<file path="config.mk">
export PLATFORM = sky130hd
export DESIGN_NAME = scar_regs
export DESIGN_NICKNAME = d
export VERILOG_FILES = /design/src/pkg/scar_pkg.sv /design/src/verilog/scar_regs.sv
export SDC_FILE = /design/constraint.sdc
export NUM_CORES = 1
export LEC_CHECK = 0
export BUFFER_PORTS_ARGS = -buffer_cell sky130_fd_sc_hd__buf_2
export CORE_AREA = 5 5 115 117
export CTS_CLUSTER_SIZE = 12
export DETAILED_ROUTE_END_ITERATION = 16
export DIE_AREA = 0 0 120 122
export PLACE_DENSITY = 0.74
export SYNTH_ARGS = -nofsm -noshare
export SYNTH_HDL_FRONTEND = slang
export SYNTH_SLANG_ARGS = --single-unit
export TNS_END_PERCENT = 5
</file>
<file path="constraint.sdc">
create_clock -name core_clk -period 3.6 [get_ports core_clk]
set_input_delay 0.36 -clock core_clk [delete_from_list [all_inputs] [get_ports core_clk]]
set_output_delay 0.36 -clock core_clk [all_outputs]
set_load 0.03 [all_outputs]
</file>
<file path="src/pkg/scar_pkg.sv">
// Constants, field positions and carriers for the status/command block.
// Assumes a 16-bit framed serial link and a same-clock alarm engine.
`default_nettype none

package scar_pkg;
    // ========================================
    // Register addresses (byte addresses)
    localparam logic [6:0] ADDR_DIAG = 7'h3C;
    localparam logic [6:0] ADDR_CMD = 7'h3E;
    localparam logic [6:0] ADDR_ALMX = 7'h40;
    localparam logic [15:0] WORD_ZERO = 16'h0000;
    localparam logic [15:0] DIAG_RESET = 16'h0000;
    localparam logic [15:0] ALMX_RESET = 16'h0000;
    localparam logic [15:0] ESCAPE_FRAME = 16'h00E8;

    // ========================================
    // Frame layout
    localparam int FRAME_RW = 15;
    localparam int ADDR_HI = 14;
    localparam int ADDR_LO = 8;
    localparam logic [3:0] CNT_ZERO = 4'h0;
    localparam logic [3:0] CNT_LAST = 4'hF;
    localparam logic [3:0] CNT_STEP = 4'h1;

    // ========================================
    // Diagnostic status bit positions
    localparam int ST_SYS = 14;
    localparam int ST_SPEC_HI = 13;
    localparam int ST_SPEC_LO = 8;
    localparam int ST_DRDY = 7;
    localparam int ST_CKSUM = 6;
    localparam int ST_STEST = 5;
    localparam int ST_ESC = 4;
    localparam int ST_SPI = 3;
    localparam int ST_FLASH = 2;
    localparam int ST_VHI = 1;
    localparam int ST_VLO = 0;

    // ========================================
    // Global command bit positions
    localparam int CM_AUTONULL = 0;
    localparam int CM_PWRDN = 1;
    localparam int CM_STEST = 2;
    localparam int CM_FACTORY = 3;
    localparam int CM_CLRSTAT = 4;
    localparam int CM_FTEST = 5;
    localparam int CM_SAVE = 6;
    localparam int CM_SWRST = 7;
    localparam int CM_CLRREC = 8;
    localparam int CM_BANDERASE = 9;
    localparam int CM_BUFRST = 10;
    localparam int CM_RECORD = 11;
    localparam int CM_BANDSAVE = 12;
    localparam int CM_RETRIEVE = 13;
    localparam int CM_BANDLOAD = 14;
    localparam int CM_NULLCLR = 15;
    // Commands finished inside this block
    localparam logic [15:0] CMD_LOCAL = 16'h0C12;

    // ========================================
    // Carriers
    typedef struct packed {
        logic sclk;
        logic cs_n;
        logic mosi;
    } scar_spi_in_t;

    typedef struct packed {
        logic sys_alarm;
        logic [5:0] spec_alarm;
        logic data_ready;
        logic cksum_err;
        logic selftest_fail;
        logic flash_upd_fail;
        logic supply_hi;
        logic supply_lo;
        logic record_ok;
    } scar_events_t;

    typedef struct packed {
        logic latch_en;
        logic autoclr_dis;
    } scar_cfg_t;

    typedef struct packed {
        logic [11:0] band_flags;
        logic [2:0] crit_band;
    } scar_xalm_t;

    typedef enum logic [1:0] {
        PW_AWAKE = 2'b01,
        PW_SLEEP = 2'b10
    } scar_pwr_t;
endpackage

`default_nettype wire

</file>
<file path="src/verilog/scar_regs.sv">
// Status, global command and x-axis alarm words behind the serial port.
// Assumes the alarm, flash and capture engines share core_clk.
//
// How it works
// - Set status bit 14 on a system alarm threshold crossing.
// - Status bits 13..8 carry spectral alarm 2 then 1 for z, y, x.
// - Status bit 7 is 0 while busy, 1 when data ready.
// - Status bit 6 shows the flash checksum result, 1 is error.
// - Command bit 2 runs self test; failure sets status bit 5.
// - Frame 0x00E8 sets status bit 4; a good recording clears it.
// - Status bit 3 flags a clock count not a multiple of 16.
// - Status bit 1 flags supply high, bit 0 supply low.
// - Host writes one to start; device clears the bit when done.
// - Command bit 0 autonulls, bit 15 clears the autonull correction.
// - Command bit 14 loads band settings chosen by the band pointer.
// - Bit 12 saves bands to flash, 9 erases them, 13 retrieves records.
// - Command bit 11 starts recording when idle, stops it otherwise.
// - Command bit 10 resets the buffer position pointer to zero.
// - Bit 3 restores factory settings, 8 clears records, 7 resets.
// - Bit 6 saves user registers; status bit 2 flags update failure.
// - Command bit 5 runs the flash checksum test into bit 6.
// - Command bit 4 clears the status word once.
// - Bit 1 sleeps; chip select toggle or capture timer wakes.
// - X alarm word bits 15..4 hold band 6..1 alarm 2 and 1 flags.
// - X alarm bits 2..0 give the worst band, bit 3 unused.
// - With latching enabled, error flags hold until status clear.
// - Reading status clears spectral bits unless disabled.
`default_nettype none

module scar_regs
    import scar_pkg::*;
(
    // Clock and reset
    input wire logic core_clk,
    input wire logic rst,
    // Serial port pins
    input wire scar_spi_in_t spi_in,
    output logic miso,
    output logic miso_oe,
    // Engine inputs
    input wire scar_events_t events,
    input wire scar_cfg_t cfg,
    input wire scar_xalm_t xalm,
    input wire logic timer_wake,
    input wire logic [15:0] cmd_done,
    // Engine outputs
    output logic [15:0] cmd_go,
    output logic sensor_sleep,
    output logic recording
);

    // ========================================
    // Address decode
    function automatic logic addr_is(input logic [6:0] a,
                                     input logic [6:0] t);
        addr_is = (a[6:1] == t[6:1]);
    endfunction

    // ========================================
    // Pin synchronisers
    logic [2:0] sclk_s_r;
    logic [2:0] cs_s_r;
    logic [1:0] mosi_s_r;
    logic sclk_rise, sclk_fall, cs_fall, cs_rise;

    always_ff @(posedge core_clk or posedge rst) begin
        if (rst) begin
            sclk_s_r <= 3'h7;
            cs_s_r <= 3'h7;
            mosi_s_r <= 2'h0;
        end else begin
            sclk_s_r <= {sclk_s_r[1:0], spi_in.sclk};
            cs_s_r <= {cs_s_r[1:0], spi_in.cs_n};
            mosi_s_r <= {mosi_s_r[0], spi_in.mosi};
        end
    end

    assign sclk_rise = sclk_s_r[1] & ~sclk_s_r[2];
    assign sclk_fall = ~sclk_s_r[1] & sclk_s_r[2];
    assign cs_fall = ~cs_s_r[1] & cs_s_r[2];
    assign cs_rise = cs_s_r[1] & ~cs_s_r[2];

    // ========================================
    // Receive side
    logic [14:0] rx_r;
    logic [3:0] cnt_r;
    logic frame_done_r;
    logic [15:0] frame_r;
    logic frame_err_r;

    always_ff @(posedge core_clk or posedge rst) begin
        if (rst) begin
            rx_r <= 15'h0000;
            cnt_r <= CNT_ZERO;
            frame_done_r <= 1'b0;
            frame_r <= WORD_ZERO;
            frame_err_r <= 1'b0;
        end else begin
            frame_done_r <= 1'b0;
            frame_err_r <= cs_rise && (cnt_r != CNT_ZERO);
            if (cs_fall) begin
                cnt_r <= CNT_ZERO;
            end else if (sclk_rise && !cs_s_r[1]) begin
                rx_r <= {rx_r[13:0], mosi_s_r[1]};
                cnt_r <= cnt_r + CNT_STEP;
                if (cnt_r == CNT_LAST) begin
                    frame_done_r <= 1'b1;
                    frame_r <= {rx_r, mosi_s_r[1]};
                end
            end
        end
    end

    logic wr_frame, rd_frame, esc_frame;
    logic [6:0] frame_addr;
    assign frame_addr = frame_r[ADDR_HI:ADDR_LO];
    assign wr_frame = frame_done_r && frame_r[FRAME_RW];
    assign rd_frame = frame_done_r && !frame_r[FRAME_RW];
    assign esc_frame = frame_done_r && (frame_r == ESCAPE_FRAME);

    // ========================================
    // Read path
    logic [6:0] rd_addr_r;
    logic [15:0] rd_word;
    logic [15:0] tx_r;
    logic oe_r;
    logic [15:0] diag_r;
    logic [15:0] almx_r;
    logic stat_read;

    always_ff @(posedge core_clk or posedge rst) begin
        if (rst) begin
            rd_addr_r <= 7'h00;
        end else if (rd_frame) begin
            rd_addr_r <= frame_addr;
        end
    end

    always_comb begin
        rd_word = WORD_ZERO;
        if (addr_is(rd_addr_r, ADDR_DIAG)) begin
            rd_word = diag_r;
        end else if (addr_is(rd_addr_r, ADDR_ALMX)) begin
            rd_word = almx_r;
        end else if (addr_is(rd_addr_r, ADDR_CMD)) begin
            rd_word = WORD_ZERO;
        end
    end

    assign stat_read = cs_fall && addr_is(rd_addr_r, ADDR_DIAG);

    always_ff @(posedge core_clk or posedge rst) begin
        if (rst) begin
            tx_r <= WORD_ZERO;
            oe_r <= 1'b0;
        end else begin
            oe_r <= !cs_s_r[1];
            if (cs_fall) begin
                tx_r <= rd_word;
            end else if (sclk_fall && !cs_s_r[1]) begin
                tx_r <= {tx_r[14:0], 1'b0};
            end
        end
    end

    assign miso = tx_r[15];
    assign miso_oe = oe_r;

    // ========================================
    // Global command engine
    logic [15:0] cmd_req;
    logic [15:0] pend_r;
    logic [15:0] go_r;

    always_comb begin
        cmd_req = WORD_ZERO;
        if (wr_frame && addr_is(frame_addr, ADDR_CMD)) begin
            if (frame_addr[0]) begin
                cmd_req[15:8] = frame_r[7:0];
            end else begin
                cmd_req[7:0] = frame_r[7:0];
            end
        end
    end

    // Engines execute bits 0,2,3,5-9,12-15 and answer on cmd_done
    always_ff @(posedge core_clk or posedge rst) begin
        if (rst) begin
            pend_r <= WORD_ZERO;
            go_r <= WORD_ZERO;
        end else begin
            go_r <= cmd_req & ~pend_r;
            pend_r <= (pend_r & ~(cmd_done | (go_r & CMD_LOCAL)))
                      | cmd_req;
        end
    end

    assign cmd_go = go_r;

    // ========================================
    // Power-down and recording
    scar_pwr_t pwr_r;

    always_ff @(posedge core_clk or posedge rst) begin
        if (rst) begin
            pwr_r <= PW_AWAKE;
        end else begin
            case (pwr_r)
                PW_AWAKE: begin
                    if (go_r[CM_PWRDN]) begin
                        pwr_r <= PW_SLEEP;
                    end
                end
                PW_SLEEP: begin
                    if (cs_fall || cs_rise || timer_wake) begin
                        pwr_r <= PW_AWAKE;
                    end
                end
                default: pwr_r <= PW_AWAKE;
            endcase
        end
    end

    assign sensor_sleep = (pwr_r == PW_SLEEP);

    logic rec_r;
    always_ff @(posedge core_clk or posedge rst) begin
        if (rst) begin
            rec_r <= 1'b0;
        end else if (go_r[CM_RECORD]) begin
            rec_r <= !rec_r;
        end
    end

    assign recording = rec_r;

    // ========================================
    // Diagnostic status word
    logic [15:0] diag_nxt;
    logic clr_all;
    assign clr_all = go_r[CM_CLRSTAT] || go_r[CM_SWRST];

    always_comb begin
        diag_nxt = clr_all ? WORD_ZERO : diag_r;
        if (stat_read && !cfg.autoclr_dis) begin
            diag_nxt[ST_SPEC_HI:ST_SPEC_LO] = 6'h00;
        end
        if (events.record_ok) begin
            diag_nxt[ST_ESC] = 1'b0;
        end
        if (!cfg.latch_en) begin
            diag_nxt[ST_SYS] = 1'b0;
            diag_nxt[ST_CKSUM] = 1'b0;
            diag_nxt[ST_VHI] = 1'b0;
            diag_nxt[ST_VLO] = 1'b0;
        end
        // Sets win over every clear
        diag_nxt[ST_SYS] = diag_nxt[ST_SYS] | events.sys_alarm;
        diag_nxt[ST_SPEC_HI:ST_SPEC_LO] =
            diag_nxt[ST_SPEC_HI:ST_SPEC_LO] | events.spec_alarm;
        diag_nxt[ST_DRDY] = events.data_ready;
        diag_nxt[ST_CKSUM] = diag_nxt[ST_CKSUM] | events.cksum_err;
        diag_nxt[ST_STEST] = diag_nxt[ST_STEST] | events.selftest_fail;
        diag_nxt[ST_ESC] = diag_nxt[ST_ESC] | esc_frame;
        diag_nxt[ST_SPI] = diag_nxt[ST_SPI] | frame_err_r;
        diag_nxt[ST_FLASH] = diag_nxt[ST_FLASH] | events.flash_upd_fail;
        diag_nxt[ST_VHI] = diag_nxt[ST_VHI] | events.supply_hi;
        diag_nxt[ST_VLO] = diag_nxt[ST_VLO] | events.supply_lo;
        diag_nxt[15] = 1'b0;
    end

    always_ff @(posedge core_clk or posedge rst) begin
        if (rst) begin
            diag_r <= DIAG_RESET;
        end else begin
            diag_r <= diag_nxt;
        end
    end

    // ========================================
    // X-axis alarm word
    always_ff @(posedge core_clk or posedge rst) begin
        if (rst) begin
            almx_r <= ALMX_RESET;
        end else begin
            almx_r <= {xalm.band_flags, 1'b0, xalm.crit_band};
        end
    end

    // ========================================
    // Checks
    a_frame_count_err: assert property (@(posedge core_clk) disable iff (rst)
        cs_rise && (cnt_r != CNT_ZERO) |=> ##1 diag_r[ST_SPI])
        else $error("bad clock count not flagged");

    a_escape_flag_set: assert property (@(posedge core_clk) disable iff (rst)
        esc_frame |=> diag_r[ST_ESC])
        else $error("escape frame not flagged");

    a_cmd_self_clear: assert property (@(posedge core_clk) disable iff (rst)
        go_r[CM_CLRSTAT] && !cmd_req[CM_CLRSTAT] |=> !pend_r[CM_CLRSTAT])
        else $error("status clear command stuck");

    a_cmd_read_zero: assert property (@(posedge core_clk) disable iff (rst)
        cs_fall && addr_is(rd_addr_r, ADDR_CMD) |=> tx_r == WORD_ZERO)
        else $error("command word read not zero");

    a_status_clear_once: assert property (@(posedge core_clk)
        disable iff (rst)
        go_r[CM_CLRSTAT] && !events.selftest_fail |=> !diag_r[ST_STEST])
        else $error("status clear missed");

    a_ready_follows: assert property (@(posedge core_clk) disable iff (rst)
        ##1 diag_r[ST_DRDY] == $past(events.data_ready))
        else $error("ready bit not following engine");

    a_sleep_wake_cs: assert property (@(posedge core_clk) disable iff (rst)
        sensor_sleep && cs_fall |=> !sensor_sleep)
        else $error("no wake on chip select");

    a_record_toggle: assert property (@(posedge core_clk) disable iff (rst)
        go_r[CM_RECORD] |=> recording != $past(recording))
        else $error("record did not toggle");

    a_supply_flags: assert property (@(posedge core_clk) disable iff (rst)
        events.supply_hi && events.supply_lo |=> diag_r[ST_VHI:ST_VLO] == 2'h3)
        else $error("supply flags not set");

    a_spec_read_clear: assert property (@(posedge core_clk)
        disable iff (rst)
        stat_read && !cfg.autoclr_dis && !clr_all && events.spec_alarm == 6'h00
        |=> diag_r[ST_SPEC_HI:ST_SPEC_LO] == 6'h00)
        else $error("spectral bits not cleared by read");

endmodule

`default_nettype wire

</file>
==> results of run 1 <==
## where the power goes
part	internal [uW]	total (uW)	switching [uW]
clock	1190	1820	626
sequential	1570	1630	54.3
combinational	94.9	185	90.1
## worst max-delay path: stages (launching register included)
cell,delay [ps]
dfstp_2,650
inv_1,90
ha_1,240
nor4b_4,280
buf_4,260
and4_1,710
mux2_2,420
## registers in the layout, summed over array words and instances (netlist names)
signal / flops
frame_r: 16
cnt_r: 4
sclk_s_r: 3
pwr_r: 2
cmd_go: 16
miso_oe: 1
almx_r: 15
rx_r: 15
diag_r: 15
frame_done_r: 1
recording: 1
tx_r: 16
frame_err_r: 1
pend_r: 16
cs_s_r: 3
mosi_s_r: 2
rd_addr_r: 6
## cell usage in the layout, fill, tap and decap left out, types with 7 or more instances in the layout
cell,Yosys,final
inv_1,20,19
clkbuf_16,0,17
nor2_1,12,12
a221o_1,10,10
nor3b_1,18,18
mux2_2,28,28
dfrtp_1,126,126
buf_2,4,72
a21o_1,10,10
nand4_1,8,8
dfstp_2,7,7
and3_1,9,9
mux2_1,9,9
a22o_1,18,18
## worst min-delay path by stage
| stage | cells after the start | slack, ps | startpoint | endpoint |
|---|---|---|---|---|
| finish | 1 | 40 | spi_in[2] | sclk_s_r[0] |
| global route | 1 | 20 | spi_in[1] | cs_s_r[0] |
| CTS | 1 | 30 | spi_in[1] | cs_s_r[0] |
| detailed placement | 0 | 350 | mosi_s_r[0] | mosi_s_r[1] |
| global placement | 0 | 330 | mosi_s_r[0] | mosi_s_r[1] |
| floorplan | 0 | 330 | mosi_s_r[0] | mosi_s_r[1] |
## metal layers
layer,global-route usage,vias to the layer above,share of wire
met1,0.213,1668,0.44
met2,0.260,109,0.48
met4,0.0737,0,0.024
li1,-,1528,-
met3,0.0525,21,0.061
met5,0,-,0
## kinds of logic (layout without fill, tap and decap cells)
kind of cell | after synthesis | count (layout) | synth area share
AO/OA/AOI/OAI | 67 | 67 | 0.107
XOR/XNOR | 2 | 2 | 0.00340
adder cells (fa/ha/maj) | 4 | 4 | 0.00971
buffers and inverters | 38 | 129 | 0.0330
flip-flops | 133 | 133 | 0.647
multiplexers | 38 | 38 | 0.0827
AND/OR/NAND/NOR | 91 | 91 | 0.117
## final cells by class
class,instances,area [sq um],share of cell area
clock inverters,13,180,0.0286
inverters,20,78.8,0.0125
flip-flops and latches,133,3340,0.530
well taps,150,188,0.0298
multi-input cells,202,1650,0.262
repair buffers,77,410,0.0652
clock buffers,19,453,0.0719
## metrics by stage
| step | util | hold WS [ps] |
|---|---|---|
| final | 0.514 | 44.7 |
| after detailed placement | 0.462 | 346 |
| after global placement | 0.462 | 334 |
| after CTS | 0.514 | 29.1 |
| after global routing | 0.514 | 21.2 |
| after floorplan | - | 331 |
==> out/metrics.cfg, run 1 <==
[worst_hold_path]
hold_path.class = input port to flop

[cts]
clockBufferDepth = 2
cts_resized = 0
numCtsBuffers = 17
htreeDepth = 4
path_clk_slew_ps = 60
cts_tree = done
postCtsSetupRepairBufs = 0
root_buffer = clkbuf_16
cts.sinks = 133
cts_hold_buf = 0
clock_latency_ps = 410

[power]
power_leakage_uw = 0.00304
fin_total_pwr_uw = 3630
peakVddDrop_uv = 309
p_per_area_nw_per_um2 = 577

[synthesis]
synth-seq-area-share = 0.647
synthTopCellsByCount = dfrtp_1 (126), mux2_2 (28), inv_1 (20)
synthFlopType = dfrtp_1
ys_ff_latch = 133
synthArstFlopShare = 1.00
yosys_warnings = 0
synth.avg_cell_area_sq_um = 13.8
netlist_area_sq_um = 5160
synth_top_area_frac = 0.612
synth_edf_count = 0
synth_nets = 430
yosys.area.top_type = dfrtp_1
ys_types = 50
synth_most_common_cell = dfrtp_1
netlist_instances = 373
synthTopCellsByArea = dfrtp_1 (61%), mux2_2 (6.1%), dfstp_2 (3.6%), a22o_1 (3.1%), nor3b_1 (2.6%)

[drt]
routedWlPerCell_microns = 18.1
vias = 3326
final_antenna_net_count = 0
vias_per_cell = 5.42
routed_wirelength_microns = 11100
drc = 0
dr.pass1.iters = 4
drtIter0Drc = 308

[timing]
max_slew.worst_pin.slew_ps = 794
finalSetupViolCount = 0
maxSlewHeadroom = 0.470
setup_slack_ps = 824
rsz0062_at_grt = false
clock.fmax_mhz = 360
finalHoldViolCount = 0
period_share = 0.771
fin_crit_ps = 2780
setup-tns-final_ps = 0
fin_skew_ps = 5.69
slew_viol_final = 0

[setup_path]
critical_path_class = flop to flop
cp-startpoint = cs_s_r[1]
cp-end-kind = flop
cp.required_ps = 3890
crit_end = frame_r[15]
reg2reg_from = cs_s_r[1]
arrival_ps = 3070
path_max_fanout = 17
worst_r2r_endpoint = frame_r[15]
cp-start-kind = flop
reg2reg_depth = 6
r2r_slack_ps = 820

[placement]
placedInstanceArea_sq_um = 5660
dp_cells = 582
gp_congestion = 0.812
post-place-ws_ps = 826
port_buffers = 72
hpwl_microns = 7540

[final_layout]
area_growth_pct = 22.1
insertedDiodeCount = 0
nFillCells = 1030
stdcell_count = 614
fin_area_sq_um = 6300
final_nets = 508
drive_gt1_frac = 0.325

[global_routing]
first_global_vias = 3544
grt_start_max_net_pins = 98
grt_pass1_wl_microns = 18800
grt_overflow = 0
antenna_found_initial = 0
grt_usage = 0.166

[run_status]
status = complete, no violations

[floorplan]
die_w_microns = 120
io_pins = 73
die_h_microns = 122
num_rows = 41
initial_core_util = 0.421
dieArea_sq_um = 14600
core_sq_um = 12300

[job]
drv_cap = 0

No activity file was read; power rests on OpenSTA's default activity.
==> run 2, diff against run 1 <==
- ABC_AREA: default -> 1
- CORE_AREA: 5 5 115 117 -> 5 5 116 118
- DIE_AREA: 0 0 120 122 -> 0 0 121 123
- clock period: 3.6 -> 2.5 ns (I/O delays scaled with it)
==> out/metrics.cfg, run 2 <==
[synthesis]
yosys.area.top_type = dfrtp_1
synth_most_common_cell = nand2_1
ys_types = 34  ; -32%
synth-seq-area-share = 0.631  ; -0.0161
synthTopCellsByCount = nand2_1 (148), dfrtp_1 (126), inv_1 (65)
netlist_instances = 549  ; +47%
synthArstFlopShare = 1.00  ; unchanged
netlist_area_sq_um = 5290  ; +2.5%
synth_top_area_frac = 0.596  ; -0.0152
synth.avg_cell_area_sq_um = 9.63  ; -30%
synthFlopType = dfrtp_1
yosys_warnings = 0  ; unchanged
synth_nets = 606  ; +41%
synthTopCellsByArea = dfrtp_1 (60%), nand2_1 (11%), inv_1 (4.6%), o21ai_0 (4.1%), dfstp_2 (3.5%)
synth_edf_count = 0  ; unchanged
ys_ff_latch = 133  ; unchanged

[drt]
drc = 0  ; unchanged
final_antenna_net_count = 0  ; unchanged
routedWlPerCell_microns = 13.1  ; -27%
dr.pass1.iters = 4  ; unchanged
vias = 3916  ; +18%
drtIter0Drc = 292  ; -5.2%
routed_wirelength_microns = 10900  ; -1.8%
vias_per_cell = 4.71  ; -13%

[worst_hold_path]
hold_path.class = input port to flop

[final_layout]
area_growth_pct = 25.4
final_common_cell = nand2_1
insertedDiodeCount = 0  ; unchanged
final_cell_mix = nand2_1 (148), dfrtp_1 (126), buf_2 (72)
drive_gt1_frac = 0.203  ; -0.122
stdcell_count = 831  ; +35%
final_nets = 703  ; +38%

[power]
switchingPower_uw = 1080  ; +40%
p_per_area_nw_per_um2 = 776  ; +35%
pwr-share-comb = 0.056  ; +0.005
clkPwrFrac = 0.497  ; -0.003
p_int_uw = 4070  ; +42%
sw_frac_of_total = 0.210  ; -0.00212
power_frac_seq = 0.447  ; -0.002
power_leakage_uw = 0.00335  ; +10%
peakVddDrop_uv = 412  ; +33%

[placement]
hpwl_microns = 7340  ; -2.7%
gp_congestion = 0.786  ; -3.1%
port_buffers = 72  ; unchanged
dp_cells = 780  ; +34%

[timing]
slew_viol_final = 0  ; unchanged
maxSlewHeadroom = 0.427  ; -0.0424
max_slew.worst_pin.slew_ps = 856  ; +62.1 ps
fin_skew_ps = 8.73  ; +3.04 ps
fin_crit_ps = 2130  ; -649 ps
clock.fmax_mhz = 470  ; +31%
setup-tns-final_ps = 0  ; unchanged
finalHoldViolCount = 0  ; unchanged
rsz0062_at_grt = false
finalSetupViolCount = 0  ; unchanged
period_share = 0.851  ; +0.0796

[floorplan]
dieArea_sq_um = 14900  ; +1.7%
io_pins = 73  ; unchanged
initial_core_util = 0.428  ; +0.00714
num_rows = 41  ; unchanged
core_sq_um = 12400  ; +0.84%
die_w_microns = 121  ; +0.83%
die_h_microns = 123  ; +0.82%

[setup_path]
arrival_ps = 2460  ; -610 ps
critPathSlowestCell = nor2_1
critical_path_class = flop to flop
path_cells = inv_1, ha_1, buf_4, nand2_1, nor2_1, a21boi_0, nand2_1
cp-end-kind = flop
cp-start-kind = flop
path_max_fanout = 15  ; -2
crit_path_frequent_cell = nand2_1
slowest_delay_ps = 650  ; -60 ps
cp.required_ps = 2840  ; -1050 ps

[cts]
path_clk_slew_ps = 60  ; about the same
postCtsSetupRepairBufs = 0  ; unchanged
cts_resized = 0  ; unchanged
root_buffer = clkbuf_16
clockBufferDepth = 2  ; unchanged
cts.sinks = 133  ; unchanged
cts_tree = done
cts_hold_buf = 19  ; +19
clock_latency_ps = 410  ; about the same
htreeDepth = 4  ; unchanged
numCtsBuffers = 17  ; unchanged

[global_routing]
grt_start_max_net_pins = 134  ; +37%
antenna_found_initial = 0  ; unchanged
grt_pass1_wl_microns = 18900  ; +0.55%
grt_overflow = 0  ; unchanged
first_global_vias = 4073  ; +15%
grt_usage = 0.161  ; -0.00507

[run_status]
status = complete, no violations

[job]
drv_cap = 0  ; unchanged

==> run 2: cell types whose count changed after synthesis, sizes merged, moves of 18 or more <==
cell	delta
o21ai	+38
inv	+48
nor2	+32
nor3b	-18
a22o	-18
mux2	-37
nand2	+149
==> run 2: worst paths after layout <==
path                             startpoint     endpoint  slack (ps)  cells past startpoint
min in group asynchronous               rst    almx_r[4]          50                      3
worst max register to register    cs_s_r[1]      tx_r[5]         370                      7
worst max-delay path              cs_s_r[1]      tx_r[5]         370                      7
max in group asynchronous               rst    pend_r[2]        1950                      3
worst min register to register  mosi_s_r[0]  mosi_s_r[1]         350                      0
worst min-delay path            cmd_done[7]    pend_r[7]          30                      2
==> run 2: power groups by stage <==
stage / Sequential (uW) / Clock [uW] / Combinational [uW]
5_1_grt: 2310 / 2710 / 340
3_3_place_gp: 2330 / 0 / 255
3_5_place_dp: 2330 / 0 / 271
4_1_cts: 2300 / 2620 / 297
6_report: 2300 / 2560 / 291
2_1_floorplan: 2330 / 0 / 173
==> run 2: area by class of cell <==
class / instances / area (sq um)
multi-input combinational: 329 / 1600
fill: 1082 / 5730
timing repair buffer: 97 / 608
clock inverter: 8 / 149
clock buffer: 24 / 462
sequential: 133 / 3340
tap: 172 / 215
inverter: 68 / 262
==> run 2: worst max-delay path, delay by kind of cell (launching register included) <==
kind,cells,cell delay (ps)
flops,1,370
fa+ha+maj,1,240
simple gates,3,830
buf+inv,2,380
compound gates,1,240
==> run 2: metrics by stage <==
step                      setup WS (ps)  hold WS (ps)   util  instance area, sq um  total power [uW]
after global placement              478           333  0.471                  5830              2590
final                               373          27.3  0.536                  6630              5150
after detailed placement            358           340  0.471                  5830              2610
after CTS                           342          5.53  0.536                  6630              5220
after global routing                145          15.9  0.536                  6630              5360
after floorplan                     605           254      -                  5290              2500
==> run 2: logic make-up after synthesis <==
kind of cell    count (synthesis)  synth area share
compound gates                 73            0.0814
simple gates                  250             0.208
xor+xnor                        2           0.00331
flops                         133             0.631
fa+ha+maj                       4           0.00947
buf+inv                        87            0.0670
==> run 2: layer usage <==
layer	share of wire	track usage	up-vias	routed length, microns
met3	0.052	0.0526	11	572
li1	-	-	1937	-
met1	0.43	0.197	1884	4690
met5	0	0	-	0
met2	0.51	0.270	84	5530
met4	0.012	0.0581	0	129
==> run 3, diff against run 2 <==
- RECOVER_POWER: default -> 50
- SLEW_MARGIN: default -> 20
==> out/metrics.cfg, run 3 (same netlist as run 2, synthesis figures left out) <==
[final_layout]
final_nets = 703  ; unchanged
nFillCells = 1085  ; +0.28%
seq_area_sq_um = 3340  ; unchanged
drive_gt1_frac = 0.199  ; -0.00455
insertedDiodeCount = 0  ; unchanged
final_common_cell = nand2_1
final_cell_mix = nand2_1 (148), dfrtp_1 (126), buf_2 (71)
area_growth_pct = 25.1
multi_input_area_sq_um = 1600  ; unchanged

[setup_path]
crit_path_frequent_cell = nand2_1
path_max_fanout = 15  ; unchanged
reg2reg_depth = 7  ; unchanged
critPathSlowestCell = nor2_1
critical_path_class = flop to flop
cp-end-kind = flop
worst_r2r_endpoint = tx_r[5]
cp-start-kind = flop
r2r_slack_ps = 350  ; -30 ps
arrival_ps = 2490  ; +30 ps
reg2reg_from = cs_s_r[1]
path_cells = inv_1, ha_1, buf_4, nand2_1, nor2_1, a21boi_0, nand2_1
cp.required_ps = 2840  ; about the same
slowest_delay_ps = 660  ; about the same

[power]
p_int_uw = 4060  ; about the same
fin_total_pwr_uw = 5150  ; about the same
clkPwrFrac = 0.497  ; about the same
power_frac_seq = 0.447  ; about the same
sw_frac_of_total = 0.211  ; +0.000646
peakVddDrop_uv = 412  ; about the same
pwr-share-comb = 0.056  ; about the same
switchingPower_uw = 1080  ; +0.31%
p_per_area_nw_per_um2 = 778  ; +0.21%
power_leakage_uw = 0.00334  ; -0.26%

[timing]
fin_skew_ps = 8.89  ; +0.160 ps
maxSlewHeadroom = -0.167  ; -0.595
max_slew.worst_pin.slew_ps = 1750  ; +895 ps
finalSetupViolCount = 0  ; unchanged
period_share = 0.862  ; +0.0108
rsz0062_at_grt = false
clock.fmax_mhz = 464  ; -1.3%
setup-tns-final_ps = 0  ; unchanged
slew_viol_final = 134  ; +134
fin_crit_ps = 2150  ; +27.1 ps
finalHoldViolCount = 0  ; unchanged

[run_status]
violations = max-capacitance violations, max-slew violations
status = finished with violations

[cts]
cts.sinks = 133  ; unchanged
cts_resized = 0  ; unchanged
cts_tree = done
numCtsBuffers = 17  ; unchanged
root_buffer = clkbuf_16
clock_latency_ps = 410  ; about the same
path_clk_slew_ps = 60  ; about the same
clockBufferDepth = 2  ; unchanged
htreeDepth = 4  ; unchanged

[floorplan]
die_h_microns = 123  ; unchanged
num_rows = 41  ; unchanged
core_sq_um = 12400  ; unchanged
initial_core_util = 0.428  ; unchanged
dieArea_sq_um = 14900  ; unchanged
die_w_microns = 121  ; unchanged
io_pins = 73  ; unchanged

[worst_hold_path]
hold_depth = 2  ; unchanged
hold_path.class = input port to flop
hold_path_end = pend_r[7]
hp-start = cmd_done[7]

[global_routing]
grt_start_max_net_pins = 134  ; unchanged
first_global_vias = 4073  ; unchanged
grt_usage = 0.161  ; unchanged
antenna_found_initial = 0  ; unchanged
grt_overflow = 0  ; unchanged
grt_pass1_wl_microns = 18900  ; unchanged

[drt]
vias = 3948  ; +0.82%
routedWlPerCell_microns = 13.2  ; +0.39%
vias_per_cell = 4.75  ; +0.82%
routed_wirelength_microns = 11000  ; +0.39%
drc = 0  ; unchanged
drtIter0Drc = 284  ; -2.7%
final_antenna_net_count = 0  ; unchanged
dr.pass1.iters = 4  ; unchanged

[placement]
hpwl_microns = 7340  ; unchanged
gp_congestion = 0.786  ; unchanged
port_buffers = 72  ; unchanged

[job]
drv_cap = 1  ; +1

## run 3: changes by cell type in the layout (fill, tap and decap cells not counted), sizes merged
cell	delta
buf	-2
clkbuf	+2
## run 3: final cells by class
class / count / area share
Sequential cell: 133 / 0.504
Clock buffer: 24 / 0.0698
Timing Repair Buffer: 97 / 0.0898
Clock inverter: 8 / 0.0225
Tap cell: 172 / 0.0325
Inverter: 68 / 0.0395
Multi-Input combinational cell: 329 / 0.241
## run 3: worst max path at each step
| stage | slack [ps] | to | startpoint | depth (start not counted) |
|---|---|---|---|---|
| floorplan | 600 | almx_r[0] | rst | 1 |
| global placement | 480 | tx_r[9] | cs_s_r[1] | 7 |
| detailed placement | 360 | tx_r[9] | cs_s_r[1] | 7 |
| CTS | 340 | tx_r[9] | cs_s_r[1] | 7 |
| global route | 130 | tx_r[9] | cs_s_r[1] | 7 |
| finish | 350 | tx_r[5] | cs_s_r[1] | 7 |
## run 3: through the flow
step	utilization	instance area [sq um]	setup WS, ps	hold WS, ps	std cells
2_1_floorplan	-	5290	605	254	549
3_3_place_gp	0.471	5830	478	333	780
3_5_place_dp	0.471	5830	358	340	780
4_1_cts	0.536	6630	342	5.53	831
5_1_grt	0.535	6620	128	15.9	831
6_report	0.535	6620	346	26.5	831
## run 3: power groups by stage
stage | Sequential (uW) | Clock, uW | Combinational (uW)
6_report | 2300 | 2560 | 288
5_1_grt | 2310 | 2710 | 337
4_1_cts | 2300 | 2620 | 297
3_5_place_dp | 2330 | 0 | 271
3_3_place_gp | 2330 | 0 | 255
2_1_floorplan | 2330 | 0 | 173
## run 3: timing repair
item                                   4_1_cts  5_1_grt
buffers inserted                             0        0
endpoints found under the hold margin       19        0
hold buffers                                19        0
## run 3: layer usage
metal  up-vias  GRT usage  part of all wire
li1       1938          -                 -
met1      1887      0.197              0.43
met2       108      0.270              0.50
met3        15     0.0526             0.054
met4         0     0.0581             0.014
met5         -          0                 0
## run 3: critical path: cells and delay by family (launching register included)
family          cells  cell delay (ps)
flops               1              370
simple gates        3              840
compound gates      1              240
buf+inv             2              390
fa+ha+maj           1              240
